--- src/pc_stack_pkg.sv ---
// constants and types for the instruction sequencing block
// Function
// RULE1 - 12-bit counter holds next instruction address
// RULE2 - ordinary instruction advances pointer by length
// RULE3 - five jumps load operand destination
// RULE4 - call saves pointer, then loads destination
// RULE5 - return restores saved address
// RULE6 - reset sets pointer to zero
// RULE7 - 1-bit depth: call increments, return decrements
// RULE8 - reset clears depth pointer
// RULE9 - overflow or underflow forces system reset
// RULE10 - depth pointer changes only by call/return/reset
// RULE11 - 12-bit save register, low byte shared, kept
// RULE12 - fault reset also clears depth pointer
package pc_stack_pkg;
  localparam int unsigned ADDR_W      = 12;
  localparam int unsigned LEN_W       = 2;
  localparam int unsigned CELL_W      = 8;
  localparam logic [11:0] PC_RESET    = 12'h000;
  localparam logic        DEPTH_RESET = 1'b0;
  localparam logic        DEPTH_MAX   = 1'b1;

  typedef enum logic [3:0] {
    op_step,
    op_jump_always,
    op_jump_on_carry,
    op_jump_on_no_carry,
    op_jump_on_status_flag,
    op_jump_on_no_status_flag,
    op_call,
    op_return
  } seq_op_t;
endpackage

--- src/return_address_save.sv ---
// return address save register with shared low byte data cell
module return_address_save
  import pc_stack_pkg::*;
#(
  parameter int unsigned AW = ADDR_W,
  parameter int unsigned CW = CELL_W
) (
  input  wire logic          clk,
  input  wire logic          save,
  input  wire logic [AW-1:0] save_addr,
  input  wire logic          cell_we,
  input  wire logic [CW-1:0] cell_wdata,
  output logic      [AW-1:0] value
);
  logic [AW-1:0] ras_q;
  logic [AW-1:0] ras_d;

  // not reset: keeps old data across reset and after a return
  assign ras_d = save ? save_addr :                                   // RULE4
                 cell_we ? {ras_q[AW-1:CW], cell_wdata} : ras_q;       // RULE11
  always_ff @(posedge clk) begin
    ras_q <= ras_d;
  end
  assign value = ras_q;
endmodule

--- src/program_counter_call_stack.sv ---
// program counter and one-level call stack
module program_counter_call_stack
  import pc_stack_pkg::*;
#(
  parameter int unsigned AW = ADDR_W,
  parameter int unsigned CW = CELL_W
) (
  input  wire logic          clk,
  input  wire logic          rstn,
  input  wire logic          exec,
  input  wire seq_op_t       op,
  input  wire logic [LEN_W-1:0] instr_len,
  input  wire logic [AW-1:0] operand_addr,
  input  wire logic          carry,
  input  wire logic          status_flag,
  input  wire logic          cell_we,
  input  wire logic [CW-1:0] cell_wdata,
  output logic      [AW-1:0] next_instruction_pointer,
  output logic               call_depth_pointer,
  output logic      [AW-1:0] return_address_save_q,
  output logic      [CW-1:0] page0_last_cell,
  output logic               hang_reset
);
  logic          rst_s1_q;
  logic          rst_s2_q;
  logic [AW-1:0] pc_q;
  logic [AW-1:0] pc_d;
  logic          depth_q;
  logic          depth_d;
  logic          hang_q;
  logic [AW-1:0] ras_value;
  logic [AW-1:0] ras_out_q;

  always_ff @(posedge clk or negedge rstn) begin
    if (!rstn) begin
      rst_s1_q <= 1'b0;
      rst_s2_q <= 1'b0;
    end else begin
      rst_s1_q <= 1'b1;
      rst_s2_q <= rst_s1_q;
    end
  end

  wire is_call  = exec && (op == op_call);
  wire is_ret   = exec && (op == op_return);
  wire take_jmp = exec && ((op == op_jump_always) ||
                           (op == op_jump_on_carry && carry) ||
                           (op == op_jump_on_no_carry && !carry) ||
                           (op == op_jump_on_status_flag && status_flag) ||
                           (op == op_jump_on_no_status_flag && !status_flag));
  wire overflow  = is_call && (depth_q == DEPTH_MAX);                  // RULE9
  wire underflow = is_ret && (depth_q == DEPTH_RESET);                 // RULE9
  wire fault     = overflow || underflow;
  wire save      = is_call && !overflow;                               // RULE4
  wire [AW-1:0] pc_step = pc_q + AW'(instr_len);                       // RULE2

  assign pc_d = fault    ? PC_RESET :                                  // RULE9
                is_call  ? operand_addr :                              // RULE4
                is_ret   ? ras_value :                                 // RULE5
                take_jmp ? operand_addr :                              // RULE3
                exec     ? pc_step : pc_q;                             // RULE1
  // only call, return and reset move the depth; no direct write path
  assign depth_d = fault  ? DEPTH_RESET :                              // RULE12
                   is_call ? 1'b1 :                                    // RULE7
                   is_ret  ? 1'b0 : depth_q;                           // RULE10

  return_address_save #(.AW(AW), .CW(CW)) u_ras (
    .clk        (clk),
    .save       (save),
    .save_addr  (pc_step),
    .cell_we    (cell_we && !save),
    .cell_wdata (cell_wdata),
    .value      (ras_value)
  );

  always_ff @(posedge clk or negedge rstn) begin
    if (!rstn) begin
      pc_q    <= PC_RESET;                                             // RULE6
      depth_q <= DEPTH_RESET;                                          // RULE8
      hang_q  <= 1'b0;
    end else if (!rst_s2_q) begin
      pc_q    <= PC_RESET;                                             // RULE6
      depth_q <= DEPTH_RESET;                                          // RULE8
      hang_q  <= 1'b0;
    end else begin
      pc_q    <= pc_d;
      depth_q <= depth_d;
      hang_q  <= fault;                                                // RULE9
    end
  end

  always_ff @(posedge clk or negedge rstn) begin
    if (!rstn) begin
      ras_out_q <= '0;
    end else begin
      ras_out_q <= ras_value;
    end
  end

  assign next_instruction_pointer = pc_q;
  assign call_depth_pointer       = depth_q;
  assign hang_reset               = hang_q;
  assign return_address_save_q    = ras_out_q;
  assign page0_last_cell          = ras_out_q[CW-1:0];
endmodule

--- config.mk ---
export PLATFORM = sky130hd
export DESIGN_NAME = program_counter_call_stack
export DESIGN_NICKNAME = d
export VERILOG_FILES = /design/src/pc_stack_pkg.sv /design/src/return_address_save.sv /design/src/program_counter_call_stack.sv
export SDC_FILE = /design/constraint.sdc
export NUM_CORES = 1
export LEC_CHECK = 0
export ABC_AREA = 1
export BUFFER_PORTS_ARGS = -buffer_cell sky130_fd_sc_hd__buf_2
export CORE_ASPECT_RATIO = 0.6
export CORE_MARGIN = 2
export CORE_UTILIZATION = 32
export CTS_CLUSTER_SIZE = 40
export DETAILED_ROUTE_END_ITERATION = 8
export PLACE_DENSITY = 0.62
export SLEW_MARGIN = 10
export SYNTH_ARGS = -nofsm -noshare
export SYNTH_HDL_FRONTEND = slang
export SYNTH_SLANG_ARGS = --single-unit
export TNS_END_PERCENT = 1
--- constraint.sdc ---
create_clock -name clk -period 5.2 [get_ports clk]
set_input_delay 1.3 -clock clk [delete_from_list [all_inputs] [get_ports clk]]
set_output_delay 1.3 -clock clk [all_outputs]
set_load 0.1 [all_outputs]
==> results of run 1 <==
-- flip-flops by register name, summed over array words and instances (netlist names) --
signal	count
next_instruction_pointer	12
return_address_save_q	12
u_ras.value	12
call_depth_pointer	1
hang_reset	1
rst_s1_q	1
rst_s2_q	1
-- layer usage --
metal	track usage [%]	up-vias	share of wire (%)
met5	0	-	0
met4	3.66	0	0.35
met3	4.17	2	8.4
met2	20.4	73	40
met1	25.1	905	52
li1	-	1037	-
-- cells by family after synthesis --
group / count (synthesis)
xor gates and xnor gates: 4
AOI/OAI and AO/OA: 23
other: 1
adders and majority gates: 3
DFF: 40
and+or+nand+nor: 180
buffers and inverters: 47
-- final timing paths --
kind	start	endpoint
hold reg to reg	rst_s1_q	rst_s2_q
max in group asynchronous	rstn	return_address_save_q[6]
min in group asynchronous	rstn	next_instruction_pointer[9]
hold / removal	rst_s1_q	rst_s2_q
setup reg to reg	next_instruction_pointer[0]	next_instruction_pointer[6]
setup / recovery	instr_len[0]	next_instruction_pointer[6]
-- layout by cell type, fill, tap and decap left out, types with 2 or more instances in the layout --
| master | count |
|---|---|
| nand2_1 | 99 |
| buf_2 | 65 |
| nor2_1 | 35 |
| dfrtp_1 | 28 |
| inv_1 | 24 |
| nand3_1 | 23 |
| a21oi_1 | 13 |
| edfxtp_1 | 12 |
| nand3b_1 | 9 |
| clkbuf_16 | 5 |
| o21ai_1 | 4 |
| o21ai_0 | 4 |
| inv_2 | 3 |
| nor2_2 | 3 |
| nand4_1 | 3 |
| xor2_1 | 3 |
| nand2_4 | 2 |
| ha_1 | 2 |
-- report_power, final --
group | internal (mW) | switching (mW) | total (mW)
sequential | 0.340 | 0.0118 | 0.352
clock | 0.226 | 0.128 | 0.354
combinational | 0.0403 | 0.165 | 0.205
total | 0.606 | 0.305 | 0.911
-- per-stage QoR --
step                      utilization [%]  cells  hold slack (ns)  setup WS (ns)
final                                40.8    438            0.350           2.49
after global routing                 40.8    438            0.373           2.36
after detailed placement             38.3    430            0.336           2.21
after CTS                            40.8    438            0.350           2.50
after global placement               38.3    430            0.338           2.21
after floorplan                         -    298            0.331           2.49
-- cell type report --
type / count / area (um2) / share of cell area, %
clock buffer: 5 / 125 / 4.50
clock inverter: 3 / 42.5 / 1.53
inverter: 27 / 101 / 3.64
multi-input combinational: 211 / 1020 / 36.6
sequential: 40 / 1060 / 38.1
tap: 87 / 109 / 3.91
timing repair buffer: 65 / 325 / 11.7
==> key figures, run 1 <==
Run status
  – Status: completed

Yosys
  – Post-Synth Simple-Gate Area: 35.2%
  – Sequential-to-total area share from yosys stat: 45.9%
  – Ranking of synthesized cells by area: dfrtp_1 30%, nand2_1 16%, edfxtp_1 16%
  – Mapped Cells: 298
  – Post-Syn Area: 2310 um2
  – Largest area contributor in the netlist: dfrtp_1
  – Synthesized flop and latch total: 40
  – Yosys warns: 0
  – Most common cell in the netlist: nand2_1
  – Post-Synth Adder-Cell Area: 1.95%
  – Most common library cells after synthesis: 99 x nand2_1, 35 x nor2_1, 28 x dfrtp_1
  – Post-synthesis compound-gate area fraction: 5.25%
  – Top cell type's share of synthesized area: 30.3%
  – Main combinational cell family by area after synthesis: simple AND/OR/NAND/NOR gates
  – Netlist cell types: 31
  – Most used DFF post-synth: dfrtp_1
  – Syn_nets: 333
  – Number of synthesized flops with an enable pin: 12
  – Synth Area in XOR/XNOR: 1.51%
  – Async set-reset flop share out of synthesis: 70.0%
  – Mux contribution to synthesized area: 0%
  – Mean Syn Cell Area: 7.76 um2

Worst setup path
  – CP Buf/Inv Count: 2
  – CP delay by family, top: adder cells
  – Worst setup SP type: primary input
  – Number of cells on the critical path: 12
  – Crit path kind: primary input to flip-flop
  – Crit path max fanout: 5
  – Worst path cell trace: buf_2 -> ha_1 -> fa_1 -> nand2_1 -> inv_1 -> nand2_1 -> xor2_1 -> nand2_1 -> nand3_1 -> nand2_1 -> nand2_1 -> nand2_1
  – Critical path's slowest cell: fa_1
  – Cell mode on critical path: nand2_1
  – CP required: 5.38 ns
  – WP data arrival: 2.89 ns
  – Reg2Reg Setup Slack: 3.19 ns
  – FF-to-FF path depth: 11
  – Crit-path max cell delay: 0.41 ns
  – CP endpoint kind: flip-flop

Finish
  – Nets: 385
  – Share of post-route cells with drive strength above 1: 24.8%
  – Layout area overhead: 20.3%
  – Final Cell Area: 2780 um2
  – Antenna diodes: 0
  – Fillers: 716

Die
  – DIE HEIGHT: 69.9 um
  – Std cell rows: 23
  – Die Span X: 114 um
  – I/O Pins: 66
  – Initial Utilization: 33.9%
  – Core Box Area: 6820 um2
  – Die ar.: 7950 um2

Global routing
  – Antenna violations before repair: 0
  – First-pass GRT wire length: 9.37 mm
  – GRT Overall Usage: 15.7%
  – Number of global-route vias before repair: 1,765
  – Maximum number of pins on one net before global-route repair: 29
  – Remaining global-route overflow: 0

Route
  – Initial DRC Count: 221
  – Via count: 2,017
  – Routed WL: 6.05 mm
  – Drt drc: 0
  – Final ANT Viol Nets: 0
  – Vias per std cell: 4.61
  – First-pass detailed-route iteration total: 4
  – Per-cell routed wire length: 13.8 um

Clock tree
  – CTS Buffer Depth: 2
  – Post-CTS Setup Bufs: 0
  – CTS H-tree depth: 2
  – CTS root buf: clkbuf_16
  – Post-CTS Resized: 0
  – Post-cts hold buffer count: 0
  – Worst-path clk slew: 0.06 ns
  – Worst-Skew Late Latency: 0.28 ns
  – TritonCTS Sinks: 40
  – Total CTS buffers: 5
  – TritonCTS clock tree: yes

Power and ir drop
  – Pleak: 1.50 nW
  – Maximum VDD drop: 0.120 mV
  – Total power: 0.911 mW
  – P per Cell Area: 327 nW/um2

Place
  – I/O Buffers: 65
  – Hpwl dp: 4.69 mm
  – Placed cell area: 2620 um2
  – Placer Congestion: 0.848

STA
  – Slew HR: 40.6%
  – Pins Over Slew Limit: 0
  – Layout Skew: 0.00305 ns
  – RSZ-0062 raised after global routing: false
  – Tcrit/Tclk final: 52.2%
  – Setup TNS Final: 0 ns
  – Final hold vios: 0
  – Fin crit period: 2.71 ns
  – Final setup vio count: 0
  – Peak Freq: 0.369 GHz
  – Least-Margin Pin Slew: 0.888 ns

Worst hold path
  – Hold Path Class: flip-flop to flip-flop
  – WHS Path Cells: 0

Flow run
  – Max Cap Violations: 0
(Power assumes the default switching activity.)
==> run 2, diff against run 1 <==
--- a/config.mk
+++ b/config.mk
@@ -5,7 +5,7 @@
 export SDC_FILE = /design/constraint.sdc
 export NUM_CORES = 1
 export LEC_CHECK = 0
-export ABC_AREA = 1
+export ABC_AREA = 0
 export BUFFER_PORTS_ARGS = -buffer_cell sky130_fd_sc_hd__buf_2
 export CORE_ASPECT_RATIO = 0.6
 export CORE_MARGIN = 2
==> constraint.sdc (replaced) <==
create_clock -name clk -period 2.6 [get_ports clk]
set_input_delay 0.65 -clock clk [delete_from_list [all_inputs] [get_ports clk]]
set_output_delay 0.65 -clock clk [all_outputs]
set_load 0.1 [all_outputs]
==> run 2 against run 1 <==
  * Clock power increased by 98%
  * Worst hold slack got worse by 0.0033 ns
  * Critical path type unchanged
  * Largest cell class unchanged
  * Sequential share of layout area increased by 0.19 points
==> key figures, run 2 <==
Finish
  – Most common cell after layout, fill and taps aside: buf_2
  – Multi-input gate area: 963 um2 (-5.4%)
  – Share of post-route cells with drive strength above 1: 32.1% (+7.3 points)
  – Commonest non-fill, non-tap cells in the layout: 65 x buf_2, 28 x dfrtp_1, 27 x nand2_1, 20 x inv_1, 15 x a21oi_1
  – Antenna diodes: 0 (unchanged)
  – Layout area overhead: 24.7%
  – Nets: 324 (-16%)
  – Sequential Area: 1060 um2 (unchanged)
  – Post-Layout Cell Count: 377 (-14%)
  – Fillers: 670 (-6.4%)

Die
  – Die Span X: 112 um (-2.0%)
  – I/O Pins: 66 (unchanged)
  – Die ar.: 7640 um2 (-3.8%)
  – Initial Utilization: 33.1% (-0.80 points)
  – DIE HEIGHT: 68.5 um (-1.9%)
  – Core Box Area: 6710 um2 (-1.7%)
  – Std cell rows: 23 (unchanged)

Clock tree
  – TritonCTS Sinks: 40 (unchanged)
  – Post-CTS Resized: 0 (unchanged)
  – CTS H-tree depth: 2 (unchanged)
  – CTS root buf: clkbuf_16
  – CTS Buffer Depth: 2 (unchanged)
  – Worst-path clk slew: 0.06 ns (about the same)
  – TritonCTS clock tree: yes
  – Worst-Skew Late Latency: 0.29 ns (about the same)
  – Total CTS buffers: 5 (unchanged)
  – Post-cts hold buffer count: 0 (unchanged)
  – Post-CTS Setup Bufs: 0 (unchanged)

Global routing
  – Maximum number of pins on one net before global-route repair: 29 (unchanged)
  – Antenna violations before repair: 0 (unchanged)
  – Remaining global-route overflow: 0 (unchanged)
  – Number of global-route vias before repair: 1,835 (+4.0%)
  – GRT Overall Usage: 17.3% (+1.6 points)
  – First-pass GRT wire length: 9.95 mm (+6.2%)

Worst setup path
  – Worst r2r src: next_instruction_pointer[0]
  – Crit path max fanout: 4 (-1)
  – Worst setup startpoint: instr_len[0]
  – CP required: 2.79 ns (-2.59 ns)
  – Worst setup SP type: primary input
  – Critical path's slowest cell: fa_1
  – Worst path cell trace: buf_2 -> ha_1 -> fa_1 -> nand2_1 -> nor3_1 -> xnor2_1 -> mux2_2 -> o31ai_1
  – Crit-path max cell delay: 0.44 ns (+0.03 ns)
  – Reg2Reg Setup Slack: 0.55 ns (-2.64 ns)
  – Crit path kind: primary input to flip-flop
  – WP data arrival: 2.30 ns (-0.59 ns)
  – CP endpoint kind: flip-flop

Yosys
  – Largest area contributor in the netlist: dfrtp_1
  – Most common library cells after synthesis: 28 x dfrtp_1, 27 x nand2_1, 20 x inv_1
  – Ranking of synthesized cells by area: dfrtp_1 32%, edfxtp_1 16%, mux2_2 4.6%
  – Top cell type's share of synthesized area: 31.5% (+1.3 points)
  – Sequential-to-total area share from yosys stat: 47.8% (+1.9 points)
  – Mean Syn Cell Area: 9.66 um2 (+24%)
  – Most common cell in the netlist: dfrtp_1
  – Number of synthesized flops with an enable pin: 12 (unchanged)
  – Post-Syn Area: 2220 um2 (-4.0%)
  – Async set-reset flop share out of synthesis: 70.0% (unchanged)
  – Netlist cell types: 39 (+26%)
  – Syn_nets: 265 (-20%)
  – Synthesized flop and latch total: 40 (unchanged)
  – Most used DFF post-synth: dfrtp_1
  – Mapped Cells: 230 (-23%)
  – Yosys warns: 0 (unchanged)

Flow run
  – Max Cap Violations: 0 (unchanged)

Power and ir drop
  – P per Cell Area: 662 nW/um2 (+100%)
  – Maximum VDD drop: 0.297 mV (+150%)
  – Pleak: 1.21 nW (-20%)
  – Total power: 1.83 mW (+100%)

Route
  – Routed WL: 6.13 mm (+1.3%)
  – Drt drc: 0 (unchanged)
  – Via count: 1,910 (-5.3%)
  – Vias per std cell: 5.07 (+10%)
  – First-pass detailed-route iteration total: 4 (unchanged)
  – Initial DRC Count: 85 (-62%)
  – Final ANT Viol Nets: 0 (unchanged)
  – Per-cell routed wire length: 16.3 um (+18%)

STA
  – Pins Over Slew Limit: 0 (unchanged)
  – Hold slack: 0.347 ns (-0.00327 ns)
  – Peak Freq: 0.475 GHz
  – RSZ-0062 raised after global routing: false
  – Final hold vios: 0 (unchanged)
  – Slew HR: 54.6% (+14 points)
  – Layout Skew: 0.00546 ns (+0.00241 ns)
  – Fin crit period: 2.10 ns
  – Tcrit/Tclk final: 80.9%
  – Least-Margin Pin Slew: 0.682 ns (-0.206 ns)
  – Setup TNS Final: 0 ns (unchanged)
  – Final setup vio count: 0 (unchanged)

Place
  – I/O Buffers: 65 (unchanged)
  – Hpwl dp: 4.58 mm (-2.4%)
  – DP Cell Count: 369 (-14%)
  – Placer Congestion: 0.831 (-1.9%)

Run status
  – Status: completed

Worst hold path
  – Hold Path Class: flip-flop to flip-flop
  – Hold Path Origin: rst_s1_q
-- run 2: report_power, final --
group / switching (mW) / leakage [nW] / internal (mW) / total [mW]
Sequential: 0.0316 / 0.455 / 0.681 / 0.713
Combinational: 0.322 / 0.672 / 0.0971 / 0.419
Clock: 0.251 / 0.0798 / 0.451 / 0.702
Total: 0.605 / 1.21 / 1.23 / 1.83
-- run 2: metrics by stage --
stage          util [%]  cell area (um2)  setup slack [ns]
6_report           41.3             2770             0.496
5_1_grt            41.3             2770             0.436
4_1_cts            41.3             2770             0.504
3_5_place_dp       38.8             2600             0.212
3_3_place_gp       38.8             2600             0.270
2_1_floorplan         -             2220            0.0626
-- run 2: cells by family (layout without fill, tap and decap cells) --
logic type,Yosys count,count (layout),share of synthesized area [%]
other,1,1,0.169
multiplexers,11,11,5.69
flip-flops,40,40,47.8
AND/OR/NAND/NOR,60,60,12.7
adder cells (fa/ha/maj),3,3,2.03
AO/OA/AOI/OAI,63,63,18.8
buffers and inverters,42,102,8.84
XOR/XNOR,10,10,3.94
-- run 2: worst max-delay path: cells and delay by family --
family	cells	cell delay, ns
buf+inv	1	0.10
mux	1	0.28
xor+xnor	1	0.15
compound gates	1	0.19
simple gates	2	0.23
fa+ha+maj	2	0.69
-- run 2: area by class of cell --
type	count	area share, %
inverters	20	2.71
well taps	87	3.93
flip-flops and latches	40	38.3
multi-input cells	148	34.8
clock inverters	3	1.54
repair buffers	74	14.2
clock buffers	5	4.52
-- run 2: worst paths after layout --
path | to | cells past startpoint
setup / recovery | next_instruction_pointer[10] | 8
hold / removal | rst_s2_q | 0
setup reg to reg | next_instruction_pointer[8] | 7
hold reg to reg | rst_s2_q | 0
max in group asynchronous | call_depth_pointer | 1
min in group asynchronous | return_address_save_q[7] | 1
-- run 2: per-layer routing --
metal  GRT usage (%)  vias to the layer above  wire, um
met5               0                        -         0
met4            6.17                        0        66
met3            4.11                        8       440
met2            24.4                       79      2400
met1            25.8                      892      3230
li1                -                      931         -
==> run 3, diff against run 2 <==
==> constraint.sdc (replaced) <==
create_clock -name clk -period 2 [get_ports clk]
set_input_delay 0.5 -clock clk [delete_from_list [all_inputs] [get_ports clk]]
set_output_delay 0.5 -clock clk [all_outputs]
set_load 0.1 [all_outputs]
==> run 3 against run 2 <==
  * Sequential share of layout area fell by 2.0 points
  * Sequential power rose by 30%
  * Combinational power rose by 42%
  * Highest routed layer unchanged
  * Sequential cell count did not move
  * Critical path type is now flip-flop to flip-flop
  * Worst hold slack got worse by 0.11 ns
  * Clock-buffer cell count rose by 1
  * Critical endpoint unchanged
  * Cell area rose by 7.0%
  * Register-to-register slack got worse by 0.49 ns
==> key figures, run 3 (synthesis results as in run 2) <==
STA
  – Tcrit/Tclk final: 97.1%
  – Peak Freq: 0.515 GHz
  – Layout Skew: 0.00494 ns (-0.000522 ns)
  – Pins Over Slew Limit: 0 (unchanged)
  – Final hold vios: 0 (unchanged)
  – Least-Margin Pin Slew: 0.663 ns (-0.0181 ns)
  – Final setup vio count: 0 (unchanged)
  – Fin crit period: 1.94 ns
  – Slew HR: 55.8% (+1.2 points)
  – RSZ-0062 raised after global routing: true
  – Setup TNS Final: 0 ns (unchanged)

Finish
  – Antenna diodes: 0 (unchanged)
  – Layout area overhead: 33.4%
  – Share of post-route cells with drive strength above 1: 41.9% (+9.9 points)
  – Core Util, Final: 44.2% (+2.9 points)
  – Sequential Area: 1070 um2 (+1.3%)
  – Fillers: 662 (-1.2%)
  – Commonest non-fill, non-tap cells in the layout: 65 x buf_2, 29 x buf_4, 26 x nand2_1, 20 x inv_1, 19 x dfrtp_1
  – Post-Layout Cell Count: 397 (+5.3%)
  – Most common cell after layout, fill and taps aside: buf_2
  – Multi-input gate area: 1020 um2 (+5.7%)
  – Nets: 344 (+6.2%)
  – Final Cell Area: 2960 um2 (+7.0%)

Route
  – Via count: 2,055 (+7.6%)
  – Drt drc: 0 (unchanged)
  – First-pass detailed-route iteration total: 4 (unchanged)
  – Routed WL: 6.52 mm (+6.4%)
  – Initial DRC Count: 147 (+73%)
  – Final ANT Viol Nets: 0 (unchanged)
  – Vias per std cell: 5.18 (+2.2%)
  – Per-cell routed wire length: 16.4 um (+1.0%)

Global routing
  – Remaining global-route overflow: 0 (unchanged)
  – GRT Overall Usage: 18.1% (+0.80 points)
  – Number of global-route vias before repair: 1,985 (+8.2%)
  – Antenna violations before repair: 0 (unchanged)
  – Maximum number of pins on one net before global-route repair: 29 (unchanged)
  – First-pass GRT wire length: 10.4 mm (+4.4%)

Clock tree
  – TritonCTS clock tree: yes
  – CTS H-tree depth: 2 (unchanged)
  – Post-CTS Setup Bufs: 0 (unchanged)
  – CTS root buf: clkbuf_16
  – Total CTS buffers: 5 (unchanged)
  – Worst-path clk slew: 0.06 ns (about the same)
  – Worst-Skew Late Latency: 0.29 ns (about the same)
  – CTS Buffer Depth: 2 (unchanged)
  – Post-cts hold buffer count: 0 (unchanged)
  – TritonCTS Sinks: 40 (unchanged)

Worst setup path
  – CP endpoint kind: flip-flop
  – Worst setup startpoint: next_instruction_pointer[0]
  – Crit path kind: flip-flop to flip-flop
  – WP data arrival: 2.14 ns (-0.16 ns)
  – Worst setup SP type: flip-flop
  – Worst r2r src: next_instruction_pointer[0]
  – Critical path's slowest cell: dfrtp_4
  – CP required: 2.19 ns (-0.60 ns)
  – Crit-path max cell delay: 0.50 ns (+0.06 ns)
  – Worst path cell trace: ha_4 -> fa_2 -> nand2_2 -> nor3_1 -> xnor2_1 -> mux2_2 -> o31ai_2
  – Crit path max fanout: 3 (-1)

Die
  – Core Box Area: 6710 um2 (unchanged)
  – I/O Pins: 66 (unchanged)
  – Initial Utilization: 33.1% (unchanged)
  – Std cell rows: 23 (unchanged)
  – DIE HEIGHT: 68.5 um (unchanged)
  – Die Span X: 112 um (unchanged)
  – Die ar.: 7640 um2 (unchanged)

Run status
  – Status: completed

Place
  – Placed cell area: 2780 um2 (+6.9%)
  – Placer Congestion: 0.908 (+9.3%)
  – DP Cell Count: 389 (+5.4%)
  – I/O Buffers: 65 (unchanged)
  – Hpwl dp: 4.88 mm (+6.5%)

Flow run
  – Max Cap Violations: 0 (unchanged)

Power and ir drop
  – Maximum VDD drop: 0.479 mV (+61%)
  – P per Cell Area: 780 nW/um2 (+18%)
  – Pleak: 1.28 nW (+6.1%)

Worst hold path
  – Hold Path Class: primary input to async pin
==> run 3: area by class of cell <==
| type | count | share of cell area (%) |
|---|---|---|
| clock inverter | 2 | 0.422 |
| tap | 87 | 3.68 |
| sequential | 40 | 36.3 |
| inverter | 20 | 2.53 |
| timing repair buffer | 94 | 18.3 |
| clock buffer | 6 | 4.35 |
| multi-input combinational | 148 | 34.4 |
==> run 3: through the flow <==
stage	total power, mW	setup WS, ns	hold WS [ns]
3_5_place_dp	1.53	-0.517	0.342
3_3_place_gp	1.52	-0.481	0.332
6_report	2.31	0.0587	0.240
5_1_grt	2.40	-0.00882	0.304
4_1_cts	2.31	0.00848	0.275
2_1_floorplan	1.37	-0.0686	0.204
==> run 3: power breakdown <==
group | switching (mW) | internal [mW] | total, mW
Clock | 0.328 | 0.460 | 0.788
Combinational | 0.436 | 0.157 | 0.593
Sequential | 0.0400 | 0.889 | 0.929
Total | 0.804 | 1.51 | 2.31
==> run 3: what timing repair did <==
action / in CTS / in global routing
gates resized for setup: 1 / 7
endpoints found under the setup margin: 10 / 9
pin swaps: 0 / 0
==> run 3: layer usage <==
metal	up-vias	part of all wire [%]	GRT usage, %
met5	-	0	0
li1	969	-	-
met3	10	10	4.98
met2	100	39	25.1
met1	976	49	27.1
met4	0	1.5	6.02
==> run 3: worst paths after layout <==
| kind | slack, ns | cells after the start | endpoint |
|---|---|---|---|
| min | 0.24 | 1 | return_address_save_q[3] |
| min reg2reg | 0.36 | 0 | rst_s2_q |
| max reg2reg | 0.06 | 7 | next_instruction_pointer[10] |
| max | 0.06 | 7 | next_instruction_pointer[10] |
| min in group clk | 0.36 | 0 | rst_s2_q |
| max in group asynchronous | 1.26 | 1 | next_instruction_pointer[0] |
==> run 3: critical path, delay by kind of cell (launching register included) <==
family	cells	cell delay, ns
fa+ha+maj	2	0.55
flops	1	0.50
mux	1	0.29
compound gates	1	0.19
simple gates	2	0.16
xor+xnor	1	0.15
